[src/core/tfpc_consts.vh]
// Constants for the timer flag and pin control block
`ifndef TFPC_CONSTS_VH
`define TFPC_CONSTS_VH
// Register addresses (byte addresses, one word each)
`define TFPC_ADDR_SYS1 8'h00
`define TFPC_ADDR_SYS2 8'h04
`define TFPC_ADDR_FLAG1 8'h08
`define TFPC_ADDR_FLAG2 8'h0c
`define TFPC_ADDR_IEN 8'h10
`define TFPC_ADDR_ACTL 8'h14
`define TFPC_ADDR_AFLG 8'h18
`define TFPC_ADDR_IOS 8'h1c
`define TFPC_ADDR_OCTL 8'h20
`define TFPC_ADDR_MASK 8'h24
`define TFPC_ADDR_DATA3 8'h28
`define TFPC_ADDR_DDR 8'h2c
`define TFPC_ADDR_PORT 8'h30
`define TFPC_ADDR_CNT 8'h34
`define TFPC_ADDR_ACNT 8'h38
`define TFPC_ADDR_CH0 8'h40
// Field positions
`define TFPC_SYS1_FFCA 4
`define TFPC_SYS2_COUNTER_RESET_ON_CH3_ENABLE 3
`define TFPC_SYS2_OVIE 7
`define TFPC_FLAG2_OVF 7
`define TFPC_ACTL_INIE 0
`define TFPC_ACTL_OVIE 1
`define TFPC_AFLG_IN 0
`define TFPC_AFLG_OV 1
// Reset values and the all-ones word
`define TFPC_RST_BYTE 8'h00
`define TFPC_RST_WORD 16'h0000
`define TFPC_ALL_ONES 16'hffff
`endif

[src/core/tfpc_flag.v]
// Sticky event flag with write-one clear and auto clear
module tfpc_flag (
    input wire i_ref_clk, // System clock
    input wire i_rstn, // Async reset, active low
    input wire i_set, // Event pulse
    input wire i_clr, // Clear pulse
    output reg o_flag // Flag state
);
    // Set wins over clear in the same cycle
    always @(posedge i_ref_clk or negedge i_rstn) begin
        if (!i_rstn) begin
            o_flag <= 1'b0;
        end else if (i_set) begin
            o_flag <= 1'b1;
        end else if (i_clr) begin
            o_flag <= 1'b0;
        end
    end
endmodule // tfpc_flag

[src/core/tfpc_pin.v]
// Direction and drive choice for one timer port pin
module tfpc_pin (
    input wire i_ios, // Pin in compare mode
    input wire i_om, // Output mode bit
    input wire i_ol, // Output level bit
    input wire i_mask, // Channel 3 mask bit
    input wire i_ddr, // Stored direction bit
    input wire i_latch, // Port output latch
    input wire i_oc_level, // Level from compare action
    output wire o_oe, // Pin is driven
    output wire o_val // Value driven
);
    wire comp_drive;
    // Compare function overrides direction bit
    assign comp_drive = i_ios & (i_om | i_ol | i_mask);
    assign o_oe = comp_drive | i_ddr;
    assign o_val = comp_drive ? i_oc_level : i_latch;
endmodule // tfpc_pin

[src/core/tfpc_top.v]
// Timer flags, interrupt requests and port pin control
//
// Notes on behaviour
// - A capture or compare event on a channel sets its event flag.
// - Channel flag clears on a written one or a fast clear; a written zero leaves it.
// - With fast clear, capture read or compare write clears channel flag.
// - A set channel flag never blocks later captures or compares.
// - Accumulator wrap from all ones to zero sets accumulator overflow flag.
// - Accumulator overflow flag requests interrupt if enabled; write one clears.
// - With fast clear, accumulator count access clears all accumulator flags.
// - Input flag set by event edge, or trailing gate edge in gated mode.
// - Accumulator input flag requests interrupt if enabled; write one clears.
// - Free-running counter wrap from all ones to zero sets overflow flag.
// - Overflow flag requests interrupt if enabled; write one clears.
// - Counter reset on channel 3 with compare all ones: no overflow.
// - With fast clear, counter access clears whole second flag register.
// - A set overflow flag never blocks later overflow detection.
// - Reset loads every register with its startup value.
// - Port read gives pin level for inputs, latch for outputs.
// - Compare mode with nonzero output action drives the pin.
// - Channel 3 mask bit forces compare pin to output, direction kept.
// - Compare overrides direction and stops port data driving the pin.
// - Channel 3 compare forces masked pins to its data; own action follows.
`include "tfpc_consts.vh"
module tfpc_top (
    input wire i_ref_clk, // System clock, 10 MHz
    input wire i_rstn, // Async reset, active low
    input wire [7:0] i_addr, // Register address
    input wire [31:0] i_wdata, // Write data
    input wire i_wr, // Write strobe
    input wire i_rd, // Read strobe
    output reg [31:0] o_rdata, // Read data, one cycle after strobe
    input wire [3:0] i_ch_event, // Capture or compare event pulses
    input wire [3:0] i_ch_level, // Compare action output levels
    input wire [15:0] i_cnt_value, // Free-running counter value
    input wire [15:0] i_acc_value, // Accumulator count value
    input wire i_acc_edge, // Selected accumulator edge pulse
    input wire i_gated_mode, // Accumulator in gated mode
    input wire i_gate_level, // Gate pin active level present
    input wire [3:0] i_pin, // Pin input levels
    output reg [3:0] o_pin, // Pin output values
    output reg [3:0] o_pin_oe, // Pin output enables
    output reg [3:0] o_ch_irq, // Channel interrupt requests
    output reg o_acc_ovf_irq, // Accumulator overflow request
    output reg o_acc_in_irq, // Accumulator input request
    output reg o_cnt_ovf_irq // Counter overflow request
);
    reg [7:0] sys1_reg;
    reg [7:0] sys2_reg;
    reg [7:0] ien_reg;
    reg [7:0] actl_reg;
    reg [7:0] ios_reg;
    reg [7:0] octl_reg;
    reg [7:0] mask_reg;
    reg [7:0] data3_reg;
    reg [7:0] ddr_reg;
    reg [7:0] port_reg;
    reg [15:0] cmp3_reg;
    reg [15:0] cnt_prev_reg;
    reg [15:0] acc_prev_reg;
    reg gate_prev_reg;
    reg [3:0] force_reg;
    reg [31:0] rdata_next;
    wire [3:0] ch_flag;
    wire acc_ovf_flag;
    wire acc_in_flag;
    wire cnt_ovf_flag;
    wire fast_flag_clear_enable;
    wire counter_reset_on_ch3_enable;
    wire [3:0] ch_clr;
    wire [3:0] ch_fast;
    wire acc_access;
    wire cnt_access;
    wire cnt_wrap;
    wire acc_wrap;
    wire acc_in_set;
    wire [3:0] pin_oe;
    wire [3:0] pin_val;
    wire [7:0] flag1_view;
    wire [7:0] flag2_view;
    wire [7:0] aflg_view;
    wire [7:0] port_view;
    wire cnt_ovf_set;
    wire cnt_ovf_clr;
    wire acc_ovf_clr;
    wire acc_in_clr;

    // Channel whose compare value is stored and drives the forcing
    localparam CH_CMP3 = 3;

    // Word address match for a channel value register
    function hit_ch;
        input [7:0] addr;
        input integer ch;
        begin
            hit_ch = (addr == (`TFPC_ADDR_CH0 + {4'h0, ch[1:0], 2'b00}));
        end
    endfunction

    // Wrap from all ones to zero between two samples
    // Needs both samples, so a counter parked at zero never flags
    function wrapped;
        input [15:0] prev;
        input [15:0] now;
        begin
            wrapped = (prev == `TFPC_ALL_ONES) && (now == `TFPC_RST_WORD);
        end
    endfunction

    // Write-one-to-clear hit on one flag bit of one register
    function clr_hit;
        input wr;
        input [7:0] addr;
        input [7:0] target;
        input wbit;
        begin
            clr_hit = wr && (addr == target) && wbit;
        end
    endfunction

    // Any read or write of one register; fast clear keys on this
    // for the counter and accumulator value registers
    function reg_access;
        input wr;
        input rd;
        input [7:0] addr;
        input [7:0] target;
        begin
            reg_access = (wr | rd) && (addr == target);
        end
    endfunction

    // Control bits, access decodes and wrap detects
    assign fast_flag_clear_enable = sys1_reg[`TFPC_SYS1_FFCA];
    assign counter_reset_on_ch3_enable = sys2_reg[`TFPC_SYS2_COUNTER_RESET_ON_CH3_ENABLE];
    assign acc_access = reg_access(i_wr, i_rd, i_addr, `TFPC_ADDR_ACNT);
    assign cnt_access = reg_access(i_wr, i_rd, i_addr, `TFPC_ADDR_CNT);
    assign cnt_wrap = wrapped(cnt_prev_reg, i_cnt_value);
    assign acc_wrap = wrapped(acc_prev_reg, i_acc_value);

    // Flag set and clear terms; a clash of both is settled in the
    // flag cell, where the set wins so no event is ever lost
    assign cnt_ovf_set = cnt_wrap && !(counter_reset_on_ch3_enable &&
        (cmp3_reg == `TFPC_ALL_ONES));
    assign cnt_ovf_clr = clr_hit(i_wr, i_addr, `TFPC_ADDR_FLAG2,
        i_wdata[`TFPC_FLAG2_OVF]) ||
        (fast_flag_clear_enable && cnt_access);
    assign acc_ovf_clr = clr_hit(i_wr, i_addr, `TFPC_ADDR_AFLG,
        i_wdata[`TFPC_AFLG_OV]) ||
        (fast_flag_clear_enable && acc_access);
    assign acc_in_clr = clr_hit(i_wr, i_addr, `TFPC_ADDR_AFLG,
        i_wdata[`TFPC_AFLG_IN]) ||
        (fast_flag_clear_enable && acc_access);

    // Fast clear per channel: capture read or compare write
    genvar g;
    generate
        for (g = 0; g < 4; g = g + 1) begin : g_ch
            assign ch_fast[g] = fast_flag_clear_enable &&
                hit_ch(i_addr, g) && (ios_reg[g] ? i_wr : i_rd);
            assign ch_clr[g] = clr_hit(i_wr, i_addr, `TFPC_ADDR_FLAG1,
                i_wdata[g]) || ch_fast[g];
            // Events still flagged while set, nothing gates them
            tfpc_flag u_ch_flag (
                .i_ref_clk(i_ref_clk),
                .i_rstn(i_rstn),
                .i_set(i_ch_event[g]),
                .i_clr(ch_clr[g]),
                .o_flag(ch_flag[g])
            );
            // Pin drive choice; compare level is ch3 data while forced
            tfpc_pin u_pin (
                .i_ios(ios_reg[g]),
                .i_om(octl_reg[2 * g + 1]),
                .i_ol(octl_reg[2 * g]),
                .i_mask(mask_reg[g]),
                .i_ddr(ddr_reg[g]),
                .i_latch(port_reg[g]),
                .i_oc_level(force_reg[g] ? data3_reg[g] : i_ch_level[g]),
                .o_oe(pin_oe[g]),
                .o_val(pin_val[g])
            );
        end
    endgenerate

    // Counter overflow unless reset on channel 3 at all ones
    // A set flag never gates the set term, so later wraps still land
    tfpc_flag u_cnt_ovf (
        .i_ref_clk(i_ref_clk),
        .i_rstn(i_rstn),
        .i_set(cnt_ovf_set),
        .i_clr(cnt_ovf_clr),
        .o_flag(cnt_ovf_flag)
    );

    // Accumulator overflow flag
    tfpc_flag u_acc_ovf (
        .i_ref_clk(i_ref_clk),
        .i_rstn(i_rstn),
        .i_set(acc_wrap),
        .i_clr(acc_ovf_clr),
        .o_flag(acc_ovf_flag)
    );

    // Input flag: event edge, or trailing edge of gate level
    assign acc_in_set = i_gated_mode ? (gate_prev_reg && !i_gate_level)
        : i_acc_edge;
    tfpc_flag u_acc_in (
        .i_ref_clk(i_ref_clk),
        .i_rstn(i_rstn),
        .i_set(acc_in_set),
        .i_clr(acc_in_clr),
        .o_flag(acc_in_flag)
    );

    // Readback views of flags and port
    // Outputs read back their latch, inputs their live pin
    assign flag1_view = {4'h0, ch_flag};
    assign flag2_view = {cnt_ovf_flag, 7'h00};
    assign aflg_view = {6'h00, acc_ovf_flag, acc_in_flag};
    assign port_view = {4'h0, (ddr_reg[3:0] & port_reg[3:0]) |
        (~ddr_reg[3:0] & i_pin)};

    // Previous samples for wrap and trailing-edge detection; the gate
    // sample resets low like an idle gate, so no edge follows reset
    always @(posedge i_ref_clk or negedge i_rstn) begin
        if (!i_rstn) begin
            cnt_prev_reg <= `TFPC_RST_WORD;
            acc_prev_reg <= `TFPC_RST_WORD;
            gate_prev_reg <= 1'b0;
        end else begin
            cnt_prev_reg <= i_cnt_value;
            acc_prev_reg <= i_acc_value;
            gate_prev_reg <= i_gate_level;
        end
    end

    // Software-written control registers
    // Writes to unmapped addresses fall through and are dropped
    always @(posedge i_ref_clk or negedge i_rstn) begin
        if (!i_rstn) begin
            sys1_reg <= `TFPC_RST_BYTE;
            sys2_reg <= `TFPC_RST_BYTE;
            ien_reg <= `TFPC_RST_BYTE;
            actl_reg <= `TFPC_RST_BYTE;
            ios_reg <= `TFPC_RST_BYTE;
            octl_reg <= `TFPC_RST_BYTE;
            mask_reg <= `TFPC_RST_BYTE;
            data3_reg <= `TFPC_RST_BYTE;
            ddr_reg <= `TFPC_RST_BYTE;
            port_reg <= `TFPC_RST_BYTE;
            cmp3_reg <= `TFPC_RST_WORD;
        end else begin
            if (i_wr) begin
                case (i_addr)
                    `TFPC_ADDR_SYS1: sys1_reg <= i_wdata[7:0];
                    `TFPC_ADDR_SYS2: sys2_reg <= i_wdata[7:0];
                    `TFPC_ADDR_IEN: ien_reg <= i_wdata[7:0];
                    `TFPC_ADDR_ACTL: actl_reg <= i_wdata[7:0];
                    `TFPC_ADDR_IOS: ios_reg <= i_wdata[7:0];
                    `TFPC_ADDR_OCTL: octl_reg <= i_wdata[7:0];
                    `TFPC_ADDR_MASK: mask_reg <= i_wdata[7:0];
                    `TFPC_ADDR_DATA3: data3_reg <= i_wdata[7:0];
                    `TFPC_ADDR_DDR: ddr_reg <= i_wdata[7:0];
                    `TFPC_ADDR_PORT: port_reg <= i_wdata[7:0];
                    default: begin
                        if (hit_ch(i_addr, CH_CMP3)) begin
                            cmp3_reg <= i_wdata[15:0];
                        end
                    end
                endcase
            end
        end
    end

    // Channel 3 compare forces masked pins until their own action
    // A later channel 3 compare reloads the set from the mask
    always @(posedge i_ref_clk or negedge i_rstn) begin
        if (!i_rstn) begin
            force_reg <= 4'h0;
        end else if (i_ch_event[3] && ios_reg[3]) begin
            force_reg <= mask_reg[3:0] & ios_reg[3:0];
        end else begin
            force_reg <= force_reg & ~(i_ch_event & ios_reg[3:0]);
        end
    end

    // Read mux; unmapped addresses read zero
    // Channels 0 to 2 keep no value here and read zero
    always @* begin
        rdata_next = 32'h0000_0000;
        case (i_addr)
            `TFPC_ADDR_SYS1: rdata_next = {24'h0, sys1_reg};
            `TFPC_ADDR_SYS2: rdata_next = {24'h0, sys2_reg};
            `TFPC_ADDR_FLAG1: rdata_next = {24'h0, flag1_view};
            `TFPC_ADDR_FLAG2: rdata_next = {24'h0, flag2_view};
            `TFPC_ADDR_IEN: rdata_next = {24'h0, ien_reg};
            `TFPC_ADDR_ACTL: rdata_next = {24'h0, actl_reg};
            `TFPC_ADDR_AFLG: rdata_next = {24'h0, aflg_view};
            `TFPC_ADDR_IOS: rdata_next = {24'h0, ios_reg};
            `TFPC_ADDR_OCTL: rdata_next = {24'h0, octl_reg};
            `TFPC_ADDR_MASK: rdata_next = {24'h0, mask_reg};
            `TFPC_ADDR_DATA3: rdata_next = {24'h0, data3_reg};
            `TFPC_ADDR_DDR: rdata_next = {24'h0, ddr_reg};
            `TFPC_ADDR_PORT: rdata_next = {24'h0, port_view};
            `TFPC_ADDR_CNT: rdata_next = {16'h0, i_cnt_value};
            `TFPC_ADDR_ACNT: rdata_next = {16'h0, i_acc_value};
            default: begin
                if (hit_ch(i_addr, CH_CMP3)) begin
                    rdata_next = {16'h0, cmp3_reg};
                end
            end
        endcase
    end

    // Registered outputs: read data, pins, interrupt requests
    // Requests lag their flag by one cycle so each comes from a flop
    always @(posedge i_ref_clk or negedge i_rstn) begin
        if (!i_rstn) begin
            o_rdata <= 32'h0000_0000;
            o_pin <= 4'h0;
            o_pin_oe <= 4'h0;
            o_ch_irq <= 4'h0;
            o_acc_ovf_irq <= 1'b0;
            o_acc_in_irq <= 1'b0;
            o_cnt_ovf_irq <= 1'b0;
        end else begin
            o_rdata <= i_rd ? rdata_next : 32'h0000_0000;
            o_pin <= pin_val;
            o_pin_oe <= pin_oe;
            o_ch_irq <= ch_flag & ien_reg[3:0];
            o_acc_ovf_irq <= acc_ovf_flag &
                actl_reg[`TFPC_ACTL_OVIE];
            o_acc_in_irq <= acc_in_flag &
                actl_reg[`TFPC_ACTL_INIE];
            o_cnt_ovf_irq <= cnt_ovf_flag &
                sys2_reg[`TFPC_SYS2_OVIE];
        end
    end
endmodule // tfpc_top

[config.mk]
export PLATFORM = sky130hd
export DESIGN_NAME = tfpc_top
export DESIGN_NICKNAME = d
export VERILOG_FILES = /design/src/core/tfpc_flag.v /design/src/core/tfpc_pin.v /design/src/core/tfpc_top.v
export VERILOG_INCLUDE_DIRS = /design/src /design/src/core
export SDC_FILE = /design/constraint.sdc
export NUM_CORES = 1
export LEC_CHECK = 0
export ABC_AREA = 1
export BUFFER_PORTS_ARGS = -buffer_cell sky130_fd_sc_hd__buf_2
export CAP_MARGIN = 20
export CORE_ASPECT_RATIO = 0.8
export CORE_MARGIN = 2
export CORE_UTILIZATION = 35
export DETAILED_ROUTE_END_ITERATION = 10
export PLACE_DENSITY = 0.57
export SYNTH_ARGS = -nofsm -noshare
export SYNTH_HDL_FRONTEND = slang
export SYNTH_SLANG_ARGS = --single-unit
[constraint.sdc]
create_clock -name i_ref_clk -period 2.3 [get_ports i_ref_clk]
set_input_delay 0.345 -clock i_ref_clk [delete_from_list [all_inputs] [get_ports i_ref_clk]]
set_output_delay 0.345 -clock i_ref_clk [all_outputs]
set_load 0.02 [all_outputs]
[Word-level counts from Yosys, hierarchy flattened]
Cells that the tools add are included.
Word-level totals
  register bits after elaboration: 183
  logic and storage cells: 170
  input port bits: 91
Operators by class
  equality and inequality tests: 21
  mux-type cells: 31
  bitwise operators: 30
  reductions and logical operators: 59
Operators with widths (number)
  $pmux W32 S15: 1
  $eq A8 B6 Y1 const B: 7
  $eq A16 B16 Y1 const B: 3
  $eq A8 B5 Y1 const B: 4
  $eq A8 B7 Y1 const B: 4
  $logic_not A16 Y1: 2
  $mux W32: 1
  $logic_and A1 B1 Y1: 28
  $mux W1: 27
  $and A4 B4 Y4: 6
  $reduce_and A2 Y1: 10
  $eq A8 B4 Y1 const B: 2
  $mux W16: 1
  $reduce_bool A2 Y1: 7
  $or A1 B1 Y1: 13
  $reduce_or A10 Y1: 1
  $eq A8 B3 Y1 const B: 1
  $logic_not A8 Y1: 1
  $not A4 Y4: 2
  $and A1 B1 Y1: 7
  $logic_or A1 B1 Y1: 7
  $mux W4: 1
  $or A4 B4 Y4: 1
  $reduce_and A3 Y1: 1
  2 further kinds: 3

[Longest topological paths before layout]
  depth in word-level cells: 6
  gate-level depth with buffers: 12
  mapped depth without buffers: 11

[Hierarchy]
A second synthesis with hierarchy kept.
Unflattened totals
  cells, all modules: 935
  area total of the unflattened synthesis: 7663.6 um^2
By module, submodules not included
  tfpc_top: cells each 864, instances 1, area each 7233.2 um^2
  tfpc_flag: cells each 5, instances 7, area each 40.0 um^2
  tfpc_pin: cells each 9, instances 4, area each 37.5 um^2

[Worst setup path before layout]
OpenSTA, ideal clock, no wires.
  path type: input-to-reg
  from: input i_addr[1]
  to: register cmp3_reg[13]
  stages: 6
  path slack: 0.694 ns
  arrival: 1.478 ns
  required time: 2.172 ns
  path buffers: 1
  path through: nor2_4 -> nand3_2 -> nor2_4 -> nand2_2 -> clkbuf_1 -> mux2_1
Between the ends
  word-level cells in the longest chain between the ends: 4
  elaborated cells on any way between the ends: 14
Ends and longest elaborated chain
  start, declared: RTL line tfpc_top.v:28  | input wire [7:0] i_addr,
  $eq A8 B6 Y1, or another cell as far along
  $reduce_or A10 Y1 (no line)
  $not A1 Y1 (no line)
  $reduce_and A3 Y1 (no line) *
  end signal, assigned: RTL line tfpc_top.v:252  | cmp3_reg <= `TFPC_RST_WORD;
  end signal, assigned: RTL line tfpc_top.v:268  | cmp3_reg <= i_wdata[15:0];
  end, declared: RTL line tfpc_top.v:58  | reg [15:0] cmp3_reg;
Every way passes the cells marked *; elsewhere a longest branch is shown, timed or not.
A chain may end at the register's enable or synchronous reset.

[Worst setup path in the final report]
  from: input i_addr[1]
  to: register o_rdata[11]
Between the ends
  word-level cells in the longest chain between the ends: 4
  elaborated cells on any way between the ends: 19
Ends and longest elaborated chain
  $eq A8 B7 Y1: RTL line tfpc_top.v:96  | hit_ch = (addr == (`TFPC_ADDR_CH0 + {4'h0, ch[1:0], 2'b00}));
  $mux W16: RTL line tfpc_top.v:309  | if (hit_ch(i_addr, CH_CMP3)) begin
  $pmux W32 S15 *: RTL line tfpc_top.v:292  | case (i_addr)
  $mux W32 *: RTL line tfpc_top.v:328  | o_rdata <= i_rd ? rdata_next : 32'h0000_0000;
  end signal, assigned: RTL line tfpc_top.v:328
  end, declared: RTL line tfpc_top.v:32  | output reg [31:0] o_rdata,
Marks and branches as above.

==> impl_metrics.yaml <==
status:
  outcome: "finished clean"
hold_path:
  hp-class: "primary input to flop"
  worst_hold_startpoint: "i_gate_level"
  holdPathEnd: "gate_prev_reg$_DFF_PN0_"
  hold_depth: 1
drt:
  first_iter_violations: 575
  num_vias: 6489
  drc: 0
  routed_wl_mm: 21.8
  ant_nets: 0
  drt_pass1_iterations: 5
  vias_per_cell: 4.93
  wl_per_cell_um: 16.5
setup_path:
  r2r-end: "o_pin[2]$_DFF_PN0_"
  crit_buf_inv: 2
  cp_common_cell: "nand2_1"
  slowest_stage: "nor3_2"
  cp_max_fo: 16
  ff2ff_setup_slack_ns: 0.97
  crit_type: "primary input to flop"
  arrival_ns: 2.13
  reg2reg_from: "octl_reg[5]$_DFFE_PN0P_"
  crit_chain: "buf_2 -> inv_1 -> nand2_1 -> nor2_2 -> nand2_1 -> nand2_1 -> nor3_2 -> nand3_1 -> nand2_1 -> nor2_1"
  crit_path_start_kind: "primary input"
  critPathRequiredTime_ns: 2.62
  end_kind: "flop"
  critPathMaxStageDelay_ns: 0.82
  rr_worst_depth: 3
  crit_family: "simple AND/OR/NAND/NOR gates"
synthesis:
  synthArstFlopShare_pct: 100
  ys_seq_area_share_pct: 55.5
  syn_inst: 911
  synthDistinctLibCells: 35
  synth-seq-cells: 167
  synth_ff_type: "dfrtp_1"
  synth_area_mm2: 0.00754
  yosys_warnings: 0
  syn_area_per_cell_um2: 8.27
  synth_enable_flop_cells: 0
die:
  die_area_mm2: 0.0227
  die_w_um: 168
  rows: 47
  design.core.area_mm2: 0.0209
  ios: 138
  dieHeight_um: 135
  start_util_pct: 36.1
finish:
  antenna-diode-count: 0
  synthToLayoutAreaGrowth_pct: 20.3
  final_nets: 1126
  drive_above_1_share_pct: 18.8
  fin_area_mm2: 0.00907
cts:
  root_buffer: "clkbuf_16"
  worstSkewPairLatency_ns: 0.43
  cts.sinks: 167
  cts_tree: "yes"
  cts_buffers: 17
  htreeDepth: 4
  clock_path_buffers: 2
  cts.clk_slew.worst_paths_ns: 0.07
timing:
  fin_crit_ns: 1.80
  final-hold-violation-count: 0
  slew_headroom_pct: 31.8
  rsz0062_at_grt: "no"
  finalSetupTns_ns: 0
  setup_viol: 0
  tightest_slew_ns: 1.02
  timing.final.crit_share_pct: 78.3
  clock.fmax_ghz: 0.555
  fin_worst_skew_ns: 0.00925
  slew_violations: 0
placed_design:
  postPlaceCellArea_mm2: 0.00844
  port_buffers: 105
  globalplace.congestion: 0.894
  hpwlAfterDp_mm: 16.1
global_route:
  grt_pass1_wl_mm: 34.1
  track_usage_pct: 19.8
  grt-ovfl-total: 0
  grt_max_degree: 53
  grt_pass1_vias: 6174
  antenna_found_initial: 0
pwr:
  p_leak_nw: 4.64
  swShare_pct: 25.2
  ir_drop_mv: 0.482
  p_int_mw: 4.96
  power.share.clock_pct: 45.4
  pwr-share-seq_pct: 47.4
  power_frac_comb_pct: 7.2
  powerDensity_mw_per_mm2: 731
  p_sw_mw: 1.67
  power.total_mw: 6.63
job:
  drv_cap: 0
[power groups by stage]
| stage | logic [mW] | clock network [mW] | registers, mW |
|---|---|---|---|
| global route | 0.538 | 3.17 | 3.16 |
| global placement | 0.474 | 0 | 3.20 |
| finish | 0.476 | 3.01 | 3.14 |
| floorplan | 0.225 | 0 | 3.20 |
| detailed placement | 0.478 | 0 | 3.20 |
| CTS | 0.482 | 3.07 | 3.14 |
[metal layers]
layer  vias to the layer above  part of all wire [%]  routed length, µm  track usage [%]
met5                         -                     0                  0                0
met4                         0                   1.3                277             4.45
met3                        20                   4.8               1050             4.21
met2                       163                    44               9610             30.9
met1                      3125                    50              10800             28.5
li1                       3181                     -                  -                -
[what timing repair did]
item | in CTS | in global routing
gates resized for setup | 0 | 0
buffers inserted | 0 | 0
hold endpoints to repair | 49 | 0
hold buffers | 1 | 0
[layout make-up]
cell class                      count  area, µm²
Tap cell                          269        337
Inverter                           52        195
Timing Repair Buffer              132        762
Sequential cell                   167       4180
Fill cell                        2138      11800
Clock buffer                       18        429
Multi-Input combinational cell    665       2980
Clock inverter                     14        186
[how the worst max path moves through the flow]
| stage | startpoint | to | slack (ns) | cells past startpoint |
|---|---|---|---|---|
| 2_1_floorplan | i_addr[1] | cmp3_reg[13]$_DFFE_PN0P_ | 0.69 | 6 |
| 3_3_place_gp | i_addr[0] | o_rdata[11]$_DFF_PN0_ | 0.09 | 10 |
| 3_5_place_dp | i_addr[1] | o_rdata[11]$_DFF_PN0_ | 0.07 | 10 |
| 4_1_cts | i_addr[1] | o_rdata[6]$_DFF_PN0_ | 0.53 | 10 |
| 5_1_grt | i_addr[1] | o_rdata[8]$_DFF_PN0_ | 0.30 | 10 |
| 6_report | i_addr[1] | o_rdata[11]$_DFF_PN0_ | 0.50 | 10 |
[cell families (layout without fill, tap and decap cells)]
| family | after synthesis | count (layout) | synth area share [%] |
|---|---|---|---|
| multiplexers | 7 | 7 | 1.05 |
| AND/OR/NAND/NOR | 519 | 519 | 28.7 |
| AO/OA/AOI/OAI | 123 | 123 | 8.98 |
| buffers and inverters | 94 | 216 | 5.74 |
| other | 1 | 16 | 0.0498 |
| flip-flops | 167 | 167 | 55.5 |
[stage by stage]
stage / cells / util, % / hold slack [ns] / worst slack, ns
after global placement: 1284 / 40.4 / 0.335 / 0.0922
after global routing: 1317 / 43.4 / 0.0143 / 0.303
after CTS: 1317 / 43.4 / 0.0162 / 0.527
after detailed placement: 1284 / 40.4 / 0.337 / 0.0655
final: 1317 / 43.4 / 0.0336 / 0.498
after floorplan: 926 / - / 0.0494 / 0.694
[cell usage in the layout (no fill, tap or decap), drive strengths merged]
master	instances
conb	16
dlygate4sd3	1
o31ai	7
nand3	61
o21ai	97
nor3	4
nor4	7
dfrtp	167
inv	59
o22ai	1
a21oi	6
clkinv	4
buf	131
o2111ai	4
a31o	4
nand3b	2
clkbuf	18
o311ai	2
bufinv	3
nand2	327
or2	1
a22o	1
a31oi	1
nor2	105
nor4b	1
mux2	7
nand4	11
[cell usage after synthesis (6+ instances only)]
master / number / area share (%)
a21oi_1: 6 / 0.40
buf_4: 18 / 1.8
clkbuf_1: 19 / 0.95
dfrtp_1: 167 / 55
inv_1: 47 / 2.3
nand2_1: 325 / 16
nand3_1: 59 / 3.9
nand4_1: 11 / 0.91
nor2_1: 89 / 4.4
nor2_2: 13 / 1.1
nor4_1: 7 / 0.58
o21ai_0: 69 / 4.6
o21ai_1: 28 / 1.9
o31ai_1: 7 / 0.70
Note: power is estimated with default switching activity, not from simulation.
